[src/rtl/irq_map_regs.vh]
// constants for the upper interrupt pin mapper
//
// Behaviour
// - pin_one map bit 7 routes fuse fault to pin a; 0 blocks it.
// - pin_one map bit 6 routes user register fault to pin a.
// - bit 4 of each map routes keep-alive expiry to that map's pin.
// - pin_one map bit 3 routes aux channel activity to pin a.
// - pin_one map bit 2 routes aux channel inactivity to pin a.
// - pin_one map bit 1 routes double tap to pin a.
// - pin_one map bit 0 routes single tap to pin a.
// - pin_two map bit 7 routes fuse fault to pin b.
// - pin_two map bit 6 routes user register fault to pin b.
// - pin_two map bit 3 routes aux channel activity to pin b.
// - pin_two map bit 2 routes aux channel inactivity to pin b.
// - pin_two map bit 1 routes double tap to pin b.
// - pin_two map bit 0 routes single tap to pin b.
// - both maps reset to zero; bit 5 is read-only and reads zero.
// - keep-alive expiry sets status bit 4; reading that status clears it.
`ifndef IRQ_MAP_REGS_VH
`define IRQ_MAP_REGS_VH

// register addresses
`define PIN_ONE_UPPER_MAP_ADDR 8'h3a
`define PIN_TWO_UPPER_MAP_ADDR 8'h3b
`define SECOND_STATUS_ADDR 8'h0c

// reset values
`define UPPER_MAP_RESET 8'h00
`define RDATA_RESET 8'h00

// writable bits of a map register; bit 5 is reserved
`define UPPER_MAP_WR_MASK 8'hdf

// field positions inside a map register
`define MAP_FUSE_FAULT_BIT 7
`define MAP_USER_REG_FAULT_BIT 6
`define MAP_RESERVED_BIT 5
`define MAP_KEEPALIVE_BIT 4
`define MAP_AUX_ACTIVITY_BIT 3
`define MAP_AUX_INACTIVITY_BIT 2
`define MAP_DOUBLE_TAP_BIT 1
`define MAP_SINGLE_TAP_BIT 0

// keep-alive flag position in the second status register
`define STATUS_KEEPALIVE_BIT 4

`endif

[src/rtl/upper_interrupt_pin_mapper.v]
// upper event-to-pin mapping registers and interrupt pin drive
`timescale 1ns/1ps
`default_nettype none
`include "irq_map_regs.vh"

module upper_interrupt_pin_mapper (
	input wire ref_clk,
	input wire nrst,
	// register access from the serial control port
	input wire [7:0] reg_addr,
	input wire reg_wr,
	input wire [7:0] reg_wdata,
	input wire reg_rd,
	output reg [7:0] reg_rdata_q,
	output reg reg_rd_ack_q,
	// event sources, same clock
	input wire fuse_fault,
	input wire user_reg_fault,
	input wire keepalive_expire,
	input wire aux_activity,
	input wire aux_inactivity,
	input wire double_tap,
	input wire single_tap,
	// pin requests already merged from the lower mapping
	input wire lower_irq_a,
	input wire lower_irq_b,
	// results
	output reg keepalive_status_q,
	output reg irq_pin_a_q,
	output reg irq_pin_b_q
);

	////////////////////////////////////////////////////////////////////////
	// map registers

	reg [7:0] pin_one_upper_event_map_q;
	reg [7:0] pin_one_upper_event_map_d;
	reg [7:0] pin_two_upper_event_map_q;
	reg [7:0] pin_two_upper_event_map_d;
	wire wr_map_one;
	wire wr_map_two;

	assign wr_map_one = reg_wr && (reg_addr == `PIN_ONE_UPPER_MAP_ADDR);
	assign wr_map_two = reg_wr && (reg_addr == `PIN_TWO_UPPER_MAP_ADDR);

	always @*
	begin
		pin_one_upper_event_map_d = pin_one_upper_event_map_q;
		pin_two_upper_event_map_d = pin_two_upper_event_map_q;
		// reserved bit 5 never stores a one
		if (wr_map_one)
		begin
			pin_one_upper_event_map_d = reg_wdata & `UPPER_MAP_WR_MASK;
		end
		if (wr_map_two)
		begin
			pin_two_upper_event_map_d = reg_wdata & `UPPER_MAP_WR_MASK;
		end
	end

	always @(posedge ref_clk or negedge nrst)
	begin
		if (!nrst)
		begin
			pin_one_upper_event_map_q <= `UPPER_MAP_RESET;
			pin_two_upper_event_map_q <= `UPPER_MAP_RESET;
		end
		else
		begin
			pin_one_upper_event_map_q <= pin_one_upper_event_map_d;
			pin_two_upper_event_map_q <= pin_two_upper_event_map_d;
		end
	end

	////////////////////////////////////////////////////////////////////////
	// named enable fields of the two map registers

	wire pin_a_fuse_fault_en;
	wire pin_a_user_reg_fault_en;
	wire pin_a_keepalive_en;
	wire pin_a_aux_activity_en;
	wire pin_a_aux_inactivity_en;
	wire pin_a_double_tap_en;
	wire pin_a_single_tap_en;
	wire pin_b_fuse_fault_en;
	wire pin_b_user_reg_fault_en;
	wire pin_b_keepalive_en;
	wire pin_b_aux_activity_en;
	wire pin_b_aux_inactivity_en;
	wire pin_b_double_tap_en;
	wire pin_b_single_tap_en;
	reg [7:0] pin_a_enables;
	reg [7:0] pin_b_enables;

	// pin a fields
	assign pin_a_fuse_fault_en =
		pin_one_upper_event_map_q[`MAP_FUSE_FAULT_BIT];
	assign pin_a_user_reg_fault_en =
		pin_one_upper_event_map_q[`MAP_USER_REG_FAULT_BIT];
	assign pin_a_keepalive_en =
		pin_one_upper_event_map_q[`MAP_KEEPALIVE_BIT];
	assign pin_a_aux_activity_en =
		pin_one_upper_event_map_q[`MAP_AUX_ACTIVITY_BIT];
	assign pin_a_aux_inactivity_en =
		pin_one_upper_event_map_q[`MAP_AUX_INACTIVITY_BIT];
	assign pin_a_double_tap_en =
		pin_one_upper_event_map_q[`MAP_DOUBLE_TAP_BIT];
	assign pin_a_single_tap_en =
		pin_one_upper_event_map_q[`MAP_SINGLE_TAP_BIT];

	// pin b fields; bit 4 goes to pin b, as its field name says
	assign pin_b_fuse_fault_en =
		pin_two_upper_event_map_q[`MAP_FUSE_FAULT_BIT];
	assign pin_b_user_reg_fault_en =
		pin_two_upper_event_map_q[`MAP_USER_REG_FAULT_BIT];
	assign pin_b_keepalive_en =
		pin_two_upper_event_map_q[`MAP_KEEPALIVE_BIT];
	assign pin_b_aux_activity_en =
		pin_two_upper_event_map_q[`MAP_AUX_ACTIVITY_BIT];
	assign pin_b_aux_inactivity_en =
		pin_two_upper_event_map_q[`MAP_AUX_INACTIVITY_BIT];
	assign pin_b_double_tap_en =
		pin_two_upper_event_map_q[`MAP_DOUBLE_TAP_BIT];
	assign pin_b_single_tap_en =
		pin_two_upper_event_map_q[`MAP_SINGLE_TAP_BIT];

	// reserved position rebuilt as zero, whatever the register holds
	always @*
	begin
		pin_a_enables = 8'h00;
		pin_a_enables[`MAP_FUSE_FAULT_BIT] = pin_a_fuse_fault_en;
		pin_a_enables[`MAP_USER_REG_FAULT_BIT] = pin_a_user_reg_fault_en;
		pin_a_enables[`MAP_KEEPALIVE_BIT] = pin_a_keepalive_en;
		pin_a_enables[`MAP_AUX_ACTIVITY_BIT] = pin_a_aux_activity_en;
		pin_a_enables[`MAP_AUX_INACTIVITY_BIT] = pin_a_aux_inactivity_en;
		pin_a_enables[`MAP_DOUBLE_TAP_BIT] = pin_a_double_tap_en;
		pin_a_enables[`MAP_SINGLE_TAP_BIT] = pin_a_single_tap_en;
	end

	always @*
	begin
		pin_b_enables = 8'h00;
		pin_b_enables[`MAP_FUSE_FAULT_BIT] = pin_b_fuse_fault_en;
		pin_b_enables[`MAP_USER_REG_FAULT_BIT] = pin_b_user_reg_fault_en;
		pin_b_enables[`MAP_KEEPALIVE_BIT] = pin_b_keepalive_en;
		pin_b_enables[`MAP_AUX_ACTIVITY_BIT] = pin_b_aux_activity_en;
		pin_b_enables[`MAP_AUX_INACTIVITY_BIT] = pin_b_aux_inactivity_en;
		pin_b_enables[`MAP_DOUBLE_TAP_BIT] = pin_b_double_tap_en;
		pin_b_enables[`MAP_SINGLE_TAP_BIT] = pin_b_single_tap_en;
	end

	////////////////////////////////////////////////////////////////////////
	// keep-alive status flag

	reg keepalive_status_d;
	wire rd_status;

	// same strobe and address decode as the read path below
	assign rd_status = reg_rd && (reg_addr == `SECOND_STATUS_ADDR);

	// a new expiry in the clearing read cycle survives the clear
	// only a status read or reset clears the flag; an unread expiry holds the pin
	always @*
	begin
		keepalive_status_d = keepalive_status_q;
		if (rd_status)
		begin
			keepalive_status_d = 1'b0;
		end
		if (keepalive_expire)
		begin
			keepalive_status_d = 1'b1;
		end
	end

	always @(posedge ref_clk or negedge nrst)
	begin
		if (!nrst)
		begin
			keepalive_status_q <= 1'b0;
		end
		else
		begin
			keepalive_status_q <= keepalive_status_d;
		end
	end

	////////////////////////////////////////////////////////////////////////
	// read path

	reg [7:0] reg_rdata_d;
	reg [7:0] status_view;

	always @*
	begin
		status_view = 8'h00;
		status_view[`STATUS_KEEPALIVE_BIT] = keepalive_status_q;
	end

	// unmapped addresses read zero; read data shows the value before
	// any write in the same cycle
	always @*
	begin
		reg_rdata_d = reg_rdata_q;
		if (reg_rd)
		begin
			case (reg_addr)
				`PIN_ONE_UPPER_MAP_ADDR:
				begin
					reg_rdata_d = pin_one_upper_event_map_q;
				end
				`PIN_TWO_UPPER_MAP_ADDR:
				begin
					reg_rdata_d = pin_two_upper_event_map_q;
				end
				`SECOND_STATUS_ADDR:
				begin
					reg_rdata_d = status_view;
				end
				default:
				begin
					reg_rdata_d = 8'h00;
				end
			endcase
		end
	end

	always @(posedge ref_clk or negedge nrst)
	begin
		if (!nrst)
		begin
			reg_rdata_q <= `RDATA_RESET;
			reg_rd_ack_q <= 1'b0;
		end
		else
		begin
			reg_rdata_q <= reg_rdata_d;
			reg_rd_ack_q <= reg_rd;
		end
	end

	////////////////////////////////////////////////////////////////////////
	// event vector in map bit order

	reg [7:0] event_vec;

	always @*
	begin
		event_vec = 8'h00;
		event_vec[`MAP_FUSE_FAULT_BIT] = fuse_fault;
		event_vec[`MAP_USER_REG_FAULT_BIT] = user_reg_fault;
		event_vec[`MAP_RESERVED_BIT] = 1'b0;
		// the sticky flag, not the raw pulse, is what reaches a pin
		event_vec[`MAP_KEEPALIVE_BIT] = keepalive_status_q;
		event_vec[`MAP_AUX_ACTIVITY_BIT] = aux_activity;
		event_vec[`MAP_AUX_INACTIVITY_BIT] = aux_inactivity;
		event_vec[`MAP_DOUBLE_TAP_BIT] = double_tap;
		event_vec[`MAP_SINGLE_TAP_BIT] = single_tap;
	end

	////////////////////////////////////////////////////////////////////////
	// per-pin gating

	wire hit_a;
	wire hit_b;

	pin_event_mapper map_a (
		.event_map(pin_a_enables),
		.event_vec(event_vec),
		.lower_hit(lower_irq_a),
		.pin_hit(hit_a)
	);

	pin_event_mapper map_b (
		.event_map(pin_b_enables),
		.event_vec(event_vec),
		.lower_hit(lower_irq_b),
		.pin_hit(hit_b)
	);

	////////////////////////////////////////////////////////////////////////
	// pin drive, registered so the pins never glitch on event edges
	// lower requests share the flop, so they and the direct events see one cycle of lag; keep-alive expiry sees two, via its sticky flag

	always @(posedge ref_clk or negedge nrst)
	begin
		if (!nrst)
		begin
			irq_pin_a_q <= 1'b0;
			irq_pin_b_q <= 1'b0;
		end
		else
		begin
			irq_pin_a_q <= hit_a;
			irq_pin_b_q <= hit_b;
		end
	end

endmodule

`default_nettype wire

[src/rtl/pin_event_mapper.v]
// event gating and merge for one interrupt pin
`timescale 1ns/1ps
`default_nettype none
`include "irq_map_regs.vh"

module pin_event_mapper (
	input wire [7:0] event_map,
	input wire [7:0] event_vec,
	input wire lower_hit,
	output wire pin_hit
);

	////////////////////////////////////////////////////////////////////////
	wire [7:0] gated;

	// reserved position forced off even if a caller feeds it
	assign gated = event_map & event_vec & `UPPER_MAP_WR_MASK;
	assign pin_hit = (|gated) | lower_hit;

endmodule

`default_nettype wire

[config.mk]
export PLATFORM = sky130hd
export DESIGN_NAME = upper_interrupt_pin_mapper
export DESIGN_NICKNAME = d
export VERILOG_FILES = /design/src/rtl/upper_interrupt_pin_mapper.v /design/src/rtl/pin_event_mapper.v
export VERILOG_INCLUDE_DIRS = /design/src /design/src/rtl
export SDC_FILE = /design/constraint.sdc
export NUM_CORES = 1
export LEC_CHECK = 0
export BUFFER_PORTS_ARGS = -buffer_cell sky130_fd_sc_hd__buf_2
export CAP_MARGIN = 15
export CORE_AREA = 2 2 52 54
export DETAILED_ROUTE_END_ITERATION = 12
export DIE_AREA = 0 0 54 56
export PLACE_DENSITY_LB_ADDON = 0.3
export SYNTH_ARGS = -nofsm -noshare
export SYNTH_HDL_FRONTEND = slang
export SYNTH_SLANG_ARGS = --single-unit
[constraint.sdc]
create_clock -name ref_clk -period 1.2 [get_ports ref_clk]
set_input_delay 0.24 -clock ref_clk [delete_from_list [all_inputs] [get_ports ref_clk]]
set_output_delay 0.24 -clock ref_clk [all_outputs]
set_load 0.02 [all_outputs]
==> results_dict.tcl, run 1 <==
set metrics [dict create \
    status "finished clean" \
    clockRootBuffer "clkbuf_4" \
    die_w_um 54 \
    dp_slack_ns -0.266 \
    synth.mux.area_fraction 0.223 \
    async_flop_share 1.00 \
    post-route-drc-count 0 \
    cts_made_buffers 3 \
    routed_wl_um 2270 \
    vias 850 \
    drv_cap 0 \
    endpoint_kind "output pin" \
    hold_violations 0 \
    drv_slew 0 \
    io_buffers 38 \
    dp_hpwl_um 1790 \
    yosysTopAreaCell "dfrtp_1" \
    slowest_delay_ns 0.41 \
    final_cell_mix "buf_2 (38), dfrtp_1 (25)" \
    syn_area_um2 1140 \
    synthToLayoutAreaGrowth_pct 26.5 \
    cts_tree "built" \
    fmax_mhz 889 \
    fin_util 0.594 \
    synth-compound-area-share 0.0998 \
    rsz0062_at_grt "no" \
    crit_chain "buf_2" \
    die-area_um2 3020 \
    worst_pin_slew_ns 0.540 \
    synth_top_family_by_area "multiplexers" \
    min_period_over_period 0.937 \
    p_leak_nw 0.736 \
    synth_flop_cell "dfrtp_1" \
    syn_nets 114 \
    min_path_type "in -> reg" \
    drtPass1Iterations 5 \
    synth_warnings 0 \
    vias_per_cell 5.31 \
    routabilityCongestion 0.781 \
    cp_slowest_cell "dfrtp_1" \
    ant_nets 0 \
    n_fill_cell 211 \
    drt_iter0_drc 17 \
    power_density_nw_per_um2 1020 \
    fin_skew_ns 0.00283 \
    avgRoutedWirePerCell_um 14.2 \
    clkSlewWorstSetupHoldPaths_ns 0.14 \
    synth_cells 85 \
    cp_num_buf_inv 1 \
    rows 18 \
    timing.final.ws_setup_ns 0.0757 \
    p_total_mw 1.47 \
    yosys.area_share.xor_xnor 0 \
    fin_nets 160 \
    io_pins 41 \
    cp_top_family "flip-flops" \
    drive_above_1_share 0.508 \
    finalSetupViolCount 0 \
    antenna_found_initial 0 \
    synth_edf_count 0 \
    post_synth_fa_ha_maj_area_fraction 0 \
    core-area_um2 2430 \
    initial_core_util 0.469 \
    arrival_ns 0.88 \
    multiInputGateArea_um2 467 \
    grt_pass1_wl_um 3730 \
    antenna_cells 0 \
    cts.path.max_buffers 2 \
    cp_max_fo 2 \
    synth_top_cells_by_area "dfrtp_1 (55%), mux2_4 (9.2%), mux2_2 (6.9%), mux2i_1 (6.1%), o22ai_1 (3.3%)" \
    clock_latency_ns 0.32 \
    final_common_cell "buf_2" \
    clkSinkCount 25 \
    synth_top_area_share 0.548 \
    synth_cell_types 25 \
    dieHeight_um 56 \
    critical_path_class "reg -> out" \
    period_needed_ns 1.12 \
    grt_max_degree 26 \
    synthSimpleGateAreaFrac 0.0779 \
    relSlewSlack 0.640 \
    worstSetupStartpointType "flop" \
    grt_pass1_vias 867 \
    grt-ovfl-total 0 \
    post_synth.cell_area_avg_um2 13.4 \
    vdd_ir_drop_max_mv 0.608 \
    grt_util_all_layers 0.168 \
    ys_ff_latch 25 \
    cp.required_ns 0.96 \
    synth_seq_area_share 0.548 \
    register_area_um2 626 \
    htree_num_levels 1 \
]
-- metal layers --
| metal | routed length (µm) | vias to the layer above | GRT usage |
|---|---|---|---|
| met4 | 21 | 0 | 0.0536 |
| met1 | 1010 | 400 | 0.220 |
| met5 | 0 | - | 0 |
| met2 | 1100 | 41 | 0.279 |
| li1 | - | 405 | - |
| met3 | 136 | 4 | 0.0242 |
-- cells in the mapped netlist, drive strengths merged (2+ instances only) --
cell type,count
a21oi,2
a221oi,2
a22o,2
a22oi,2
and4b,2
buf,3
dfrtp,25
inv,7
mux2,14
mux2i,7
nand3,3
nand4,2
o22ai,6
-- path summary, 6_finish.rpt --
check                      slack, ns                         start                            to  cells after the start
min reg2reg                     0.53                reg_rdata_q[7]                reg_rdata_q[7]                      2
max in group asynchronous       0.43                          nrst  pin_one_upper_event_map_q[7]                      2
max reg2reg                     0.08  pin_one_upper_event_map_q[0]                   irq_pin_a_q                      3
min                             0.09              keepalive_expire            keepalive_status_q                      2
min in group asynchronous       0.41                          nrst                reg_rdata_q[1]                      2
max                             0.08                reg_rdata_q[1]                reg_rdata_q[1]                      1
-- where the power goes --
group          total [mW]  internal, mW  switching [mW]
registers           0.896         0.875          0.0219
clock network       0.388         0.127           0.260
logic               0.191        0.0985          0.0922
-- registers in the layout (all words and copies together) (netlist names) --
| name | cells |
|---|---|
| pin_one_upper_event_map_q | 7 |
| irq_pin_a_q | 1 |
| pin_two_upper_event_map_q | 7 |
| irq_pin_b_q | 1 |
| keepalive_status_q | 1 |
| reg_rd_ack_q | 1 |
| reg_rdata_q | 7 |
-- area by class of cell --
cell class                      instances  share of cell area
Sequential cell                        25               0.433
Multi-Input combinational cell         49               0.323
Timing Repair Buffer                   45               0.179
Tap cell                               30              0.0260
Inverter                                7              0.0182
Clock buffer                            3              0.0156
Clock inverter                          1             0.00520
-- kinds of logic (layout without fill, tap and decap cells) --
group	after synthesis	count (layout)
simple gates	11	11
buf+inv	11	56
flops	25	25
other cells	1	1
compound gates	16	16
mux	21	21
-- through the flow --
stage	std cells	hold WS [ns]	setup TNS (ns)	area (µm²)
6_report	160	0.0890	0	1440
5_1_grt	160	0.0886	0	1440
4_1_cts	160	0.0882	0	1440
3_5_place_dp	154	0.253	-3.45	1390
3_3_place_gp	154	0.256	-3.11	1390
2_1_floorplan	85	-0.0556	-0.475	1140
-- repair_timing --
action / 4_1_cts / 5_1_grt
hold buffers: 1 / 0
buffers inserted: 1 / 0
hold endpoints to repair: 25 / 0
gates resized for setup: 0 / 1
endpoints found under the setup margin: 1 / 1
Note: power is estimated with default switching activity, not from simulation.
==> run 2, diff against run 1 <==
--- a/config.mk
+++ b/config.mk
@@ -8,9 +8,9 @@
 export LEC_CHECK = 0
 export BUFFER_PORTS_ARGS = -buffer_cell sky130_fd_sc_hd__buf_2
 export CAP_MARGIN = 15
-export CORE_AREA = 2 2 52 54
+export CORE_AREA = 4 4 54 56
 export DETAILED_ROUTE_END_ITERATION = 12
-export DIE_AREA = 0 0 54 56
+export DIE_AREA = 0 0 58 60
 export PLACE_DENSITY_LB_ADDON = 0.3
 export SYNTH_ARGS = -nofsm -noshare
 export SYNTH_HDL_FRONTEND = slang
==> run 2 against run 1 <==
  * Count of clock-buffer cells in the layout did not move
  * Critical endpoint is now pin_one_upper_event_map_q[1]
  * Fmax fell by 1.8%
  * Power fell by 0.80%
  * Largest cell class unchanged
  * Non-clock buffer count did not move
  * Cell area fell by 0.61%
  * Flip-flop and latch count did not move
  * First-iteration DRC count rose by 82%
==> results_dict.tcl, run 2 (synthesized netlist as in run 1, its figures left out) <==
set metrics [dict create \
    status "finished clean" \
    min_period_over_period 0.954 \
    path_common_cell "and4b_1" \
    hp-start "keepalive_expire" \
    antenna_cells 0 \
    cts.path.max_buffers 2 \
    routabilityCongestion 0.746 \
    drv_cap 0 \
    routed_wl_um 2490 \
    rows 18 \
    clock_latency_ns 0.31 \
    drt_iter0_drc 31 \
    drtPass1Iterations 4 \
    rr_endpoint "irq_pin_a_q" \
    p_total_mw 1.46 \
    crit_chain "buf_2 -> and4b_1 -> and4b_1 -> buf_12 -> mux2_4" \
    synthToLayoutAreaGrowth_pct 25.8 \
    largestRegisters "pin_one_upper_event_map_q: 7 flops, pin_two_upper_event_map_q: 7 flops, reg_rdata_q: 7 flops" \
    clockRootBuffer "clkbuf_4" \
    cts_made_buffers 3 \
    seqPwrFrac 0.612 \
    relSlewSlack 0.641 \
    slowest_delay_ns 0.31 \
    p_sw_frac 0.250 \
    antenna_found_initial 0 \
    arrival_ns 1.36 \
    critical_path_class "in -> reg" \
    dieHeight_um 60 \
    fin_skew_ns 0.00326 \
    power_density_nw_per_um2 1020 \
    cts_tree "built" \
    io_buffers 38 \
    grt_util_all_layers 0.155 \
    min_path_type "in -> reg" \
    endpoint_kind "flop" \
    p_comb_frac 0.131 \
    clkSlewWorstSetupHoldPaths_ns 0.14 \
    die-area_um2 3480 \
    vdd_ir_drop_max_mv 0.690 \
    post-route-drc-count 0 \
    grt_pass1_vias 866 \
    htree_num_levels 1 \
    worst_pin_slew_ns 0.539 \
    vias_per_cell 5.36 \
    final_common_cell "buf_2" \
    ant_nets 0 \
    pwr-share-clk 0.257 \
    fmax_mhz 874 \
    r2r_start "pin_one_upper_event_map_q[6]" \
    core-area_um2 2430 \
    initial_core_util 0.469 \
    cp_top_family "simple AND/OR/NAND/NOR gates" \
    drive_above_1_share 0.500 \
    avgRoutedWirePerCell_um 15.6 \
    vias 857 \
    finalSetupViolCount 0 \
    fin_nets 160 \
    final_cell_mix "buf_2 (38), dfrtp_1 (25)" \
    hold_violations 0 \
    die_w_um 58 \
    cp_max_fo 7 \
    whs_ns 0.0967 \
    min_to "keepalive_status_q" \
    worstSetupStartpointType "input port" \
    use_met2 0.260 \
    p_leak_nw 0.737 \
    cp_num_buf_inv 2 \
    p_int_mw 1.10 \
    drv_slew 0 \
    rsz0062_at_grt "no" \
    busiest_layer "met2" \
    grt_use_met1 0.201 \
    cp_slowest_cell "and4b_1" \
    grt_max_degree 26 \
    cp.required_ns 1.41 \
    grt-ovfl-total 0 \
    hold_path_depth 2 \
    grt_pass1_wl_um 4000 \
    io_pins 41 \
    switchingPower_mw 0.367 \
    dp_hpwl_um 1950 \
    rr_worst_depth 3 \
    clkSinkCount 25 \
    period_needed_ns 1.14 \
    fin_util 0.590 \
    reg2reg_slack_ns 0.07 \
    grtUsageMet3 0.0302 \
]
[run 2: cell count changes in the layout (fill, tap and decap cells not counted), sizes merged]
cell / previous run / this run
clkinv: 0 / 1
clkinvlp: 1 / 0
[run 2: power by group through the flow]
stage               registers (mW)  clock network [mW]  logic [mW]
detailed placement           0.912                   0       0.190
CTS                          0.895               0.386       0.193
floorplan                    0.919                   0      0.0790
global route                 0.900               0.419       0.211
global placement             0.910                   0       0.185
finish                       0.895               0.376       0.192
[run 2: what timing repair did]
action                     4_1_cts  5_1_grt
buffers inserted                 0        1
hold endpoints to repair        25        0
resized for setup                0        0
hold buffers                     1        0
setup endpoints to repair        0        1
[run 2: worst register-to-register path, cell delays in order, from the launching register on]
cell,delay (ns)
dfrtp_1,0.43
a22o_1,0.21
a221oi_1,0.25
nand3_1,0.11
[run 2: final cells by class]
cell class	instances	area, µm²
fill	226	997
sequential	25	626
multi-input combinational	49	460
timing repair buffer	45	258
tap	30	37.5
inverter	7	26.3
clock buffer	3	22.5
clock inverter	1	5.00
[run 2: worst max path at each step]
| stage | startpoint | endpoint | slack, ns | cells past startpoint |
|---|---|---|---|---|
| final | reg_addr[2] | pin_one_upper_event_map_q[1] | 0.06 | 5 |
| after global routing | keepalive_status_q | keepalive_status_q | 0.03 | 1 |
| after CTS | keepalive_status_q | keepalive_status_q | 0.02 | 1 |
| after detailed placement | reg_addr[2] | pin_one_upper_event_map_q[1] | -0.28 | 5 |
| after global placement | reg_addr[2] | pin_one_upper_event_map_q[2] | -0.24 | 5 |
| after floorplan | reg_addr[2] | pin_one_upper_event_map_q[0] | -0.07 | 4 |
[run 2: layer usage]
metal | up-vias | share of wire
met5 | - | 0
met1 | 411 | 0.43
met3 | 2 | 0.081
met2 | 39 | 0.48
li1 | 405 | -
met4 | 0 | 0.0052
[run 2: per-stage QoR]
stage	TNS (ns)	cell area, µm²	setup slack [ns]	std cells
detailed placement	-3.62	1390	-0.284	154
floorplan	-0.475	1140	-0.0678	85
global route	0	1440	0.0257	160
global placement	-3.14	1390	-0.237	154
finish	0	1440	0.0555	160
CTS	0	1430	0.0196	159
==> run 3, diff against run 2 <==
--- a/config.mk
+++ b/config.mk
@@ -6,11 +6,12 @@
 export SDC_FILE = /design/constraint.sdc
 export NUM_CORES = 1
 export LEC_CHECK = 0
+export ABC_AREA = 1
 export BUFFER_PORTS_ARGS = -buffer_cell sky130_fd_sc_hd__buf_2
 export CAP_MARGIN = 15
-export CORE_AREA = 4 4 54 56
+export CORE_AREA = 4 4 57 59
 export DETAILED_ROUTE_END_ITERATION = 12
-export DIE_AREA = 0 0 58 60
+export DIE_AREA = 0 0 61 63
 export PLACE_DENSITY_LB_ADDON = 0.3
 export SYNTH_ARGS = -nofsm -noshare
 export SYNTH_HDL_FRONTEND = slang
==> run 3 against run 2 <==
  * Combinational power rose by 6%
  * Die area is 10% higher
  * Sequential share of layout area is 3.6 points lower
  * Count of clock-buffer cells in the layout is 1 higher
  * Cell count increased by 44%
  * Flip-flop and latch count did not move
  * Routed wire length grew 13%
  * Register-to-register slack better by 0.06 ns
==> results_dict.tcl, run 3 <==
set metrics [dict create \
    cp_num_buf_inv 1 \
    synth_top_cells_by_area "dfrtp_1 (49%), nand2_1 (16%), o21ai_0 (6.3%), nand2_2 (4.4%), nand3_1 (4.3%)" \
    clock_latency_ns 0.31 \
    fmax_mhz 862 \
    cts.path.max_buffers 2 \
    worstSetupStartpointType "flop" \
    cp.required_ns 0.96 \
    tns_ns 0 \
    crit_chain "buf_6" \
    ys_ff_latch 25 \
    drt_iter0_drc 53 \
    die-area_um2 3840 \
    routed_wl_um 2810 \
    largestRegisters "pin_one_upper_event_map_q: 7 flops, pin_two_upper_event_map_q: 7 flops, reg_rdata_q: 7 flops" \
    grt_max_degree 26 \
    final_common_cell "nand2_1" \
    synth_edf_count 0 \
    syn_nets 182 \
    status "finished clean" \
    hold_violations 0 \
    cts_made_buffers 3 \
    grt_pass1_wl_um 4570 \
    grt_pass1_vias 1041 \
    synthToLayoutAreaGrowth_pct 22.8 \
    async_flop_share 1.00 \
    whs_ns 0.104 \
    slowest_delay_ns 0.45 \
    final_cell_mix "nand2_1 (54), buf_2 (37), dfrtp_1 (25)" \
    instances_no_fill 230 \
    clockRootBuffer "clkbuf_4" \
    core-area_um2 2710 \
    p_leak_nw 0.891 \
    antenna_cells 0 \
    synth.top_cells.by_count "nand2_1 (54), dfrtp_1 (25), o21ai_0 (16), inv_1 (13), nand3_1 (11)" \
    yosysTopAreaCell "dfrtp_1" \
    dp.cells 224 \
    vdd_ir_drop_max_mv 0.650 \
    min_path_type "in -> reg" \
    grt_util_all_layers 0.158 \
    htree_num_levels 1 \
    ant_nets 0 \
    initial_core_util 0.470 \
    relSlewSlack 0.635 \
    critical_path_class "reg -> out" \
    rows 19 \
    vias_per_cell 4.83 \
    synth_flop_cell "dfrtp_1" \
    multiInputGateArea_um2 574 \
    grt-ovfl-total 0 \
    p_total_mw 1.47 \
    dp_hpwl_um 2290 \
    drtPass1Iterations 4 \
    vias 1112 \
    dieHeight_um 63 \
    die_w_um 61 \
    fin_nets 229 \
    endpoint_kind "output pin" \
    arrival_ns 0.92 \
    synth_top_area_share 0.491 \
    post-route-drc-count 0 \
    synth_cell_types 24 \
    synth_seq_area_share 0.491 \
    power_density_nw_per_um2 937 \
    clkSinkCount 25 \
    io_buffers 38 \
    cp_slowest_cell "dfrtp_1" \
    period_needed_ns 1.16 \
    drv_cap 0 \
    fin_util 0.578 \
    routabilityCongestion 0.876 \
    cp_max_fo 5 \
    clkSlewWorstSetupHoldPaths_ns 0.13 \
    antenna_found_initial 0 \
    synth_cells 153 \
    fin_skew_ns 0.00637 \
    avgRoutedWirePerCell_um 12.2 \
    register_area_um2 626 \
    synth_warnings 0 \
    drv_slew 0 \
    cts_tree "built" \
    io_pins 41 \
    post_synth.cell_area_avg_um2 8.33 \
    syn_area_um2 1270 \
    finalSetupViolCount 0 \
    drive_above_1_share 0.327 \
    min_period_over_period 0.967 \
    worst_pin_slew_ns 0.547 \
    n_fill_cell 268 \
    rsz0062_at_grt "yes" \
    synth.most_common_cell "nand2_1" \
    cp_top_family "flip-flops" \
]
[run 3: cell types whose count changed after synthesis, moves of 7 or more]
cell     previous run  this run
nand2_1             1        54
o21ai_0             0        16
nand2_2             0         9
nand3_1             3        11
mux2_2              7         0
mux2_4              7         0
mux2i_1             7         0
[run 3: timing repair]
action | 4_1_cts | 5_1_grt
endpoints found under the setup margin | 0 | 1
buffers inserted | 0 | 1
resized for setup | 0 | 2
hold buffers | 1 | 0
hold endpoints to repair | 25 | 0
[run 3: area by class of cell]
class,count,area share
clock buffers,4,0.0168
well taps,31,0.0248
multi-input cells,112,0.367
flip-flops and latches,25,0.400
inverters,13,0.0312
repair buffers,45,0.161
[run 3: final timing paths]
kind                                          from                      endpoint  slack [ns]  cells after the start
worst max-delay path            keepalive_status_q            keepalive_status_q        0.04                      1
worst min-delay path              keepalive_expire            keepalive_status_q        0.10                      2
worst max register to register  keepalive_status_q                   irq_pin_a_q        0.13                      3
worst min register to register      reg_rdata_q[7]                reg_rdata_q[7]        0.49                      2
max in group asynchronous                     nrst  pin_one_upper_event_map_q[0]        0.41                      2
min in group asynchronous                     nrst                reg_rdata_q[4]        0.42                      2
[run 3: power breakdown]
group	internal (mW)	switching (mW)
combinational	0.0817	0.123
sequential	0.877	0.0205
clock	0.130	0.235
total	1.09	0.378
[run 3: logic make-up (layout without fill, tap and decap cells)]
kind of cell | count (synthesis) | after routing | synth area share
buffers and inverters | 16 | 62 | 0.0589
flip-flops | 25 | 25 | 0.491
AO/OA/AOI/OAI | 25 | 25 | 0.117
AND/OR/NAND/NOR | 86 | 86 | 0.331
other | 1 | 1 | 0.00294
[run 3: metrics by stage]
stage,instance area (µm²),setup slack [ns]
5_1_grt,1570,-0.00448
3_5_place_dp,1520,-0.0757
4_1_cts,1550,0.0220
6_report,1570,0.0401
2_1_floorplan,1270,0.136
3_3_place_gp,1520,0.00207
[run 3: metal layers]
metal / global-route usage / part of all wire / wire (µm)
met5: 0 / 0 / 0
met4: 0.0542 / 0.011 / 31
met3: 0.0248 / 0.055 / 155
met2: 0.255 / 0.51 / 1440
met1: 0.208 / 0.42 / 1190
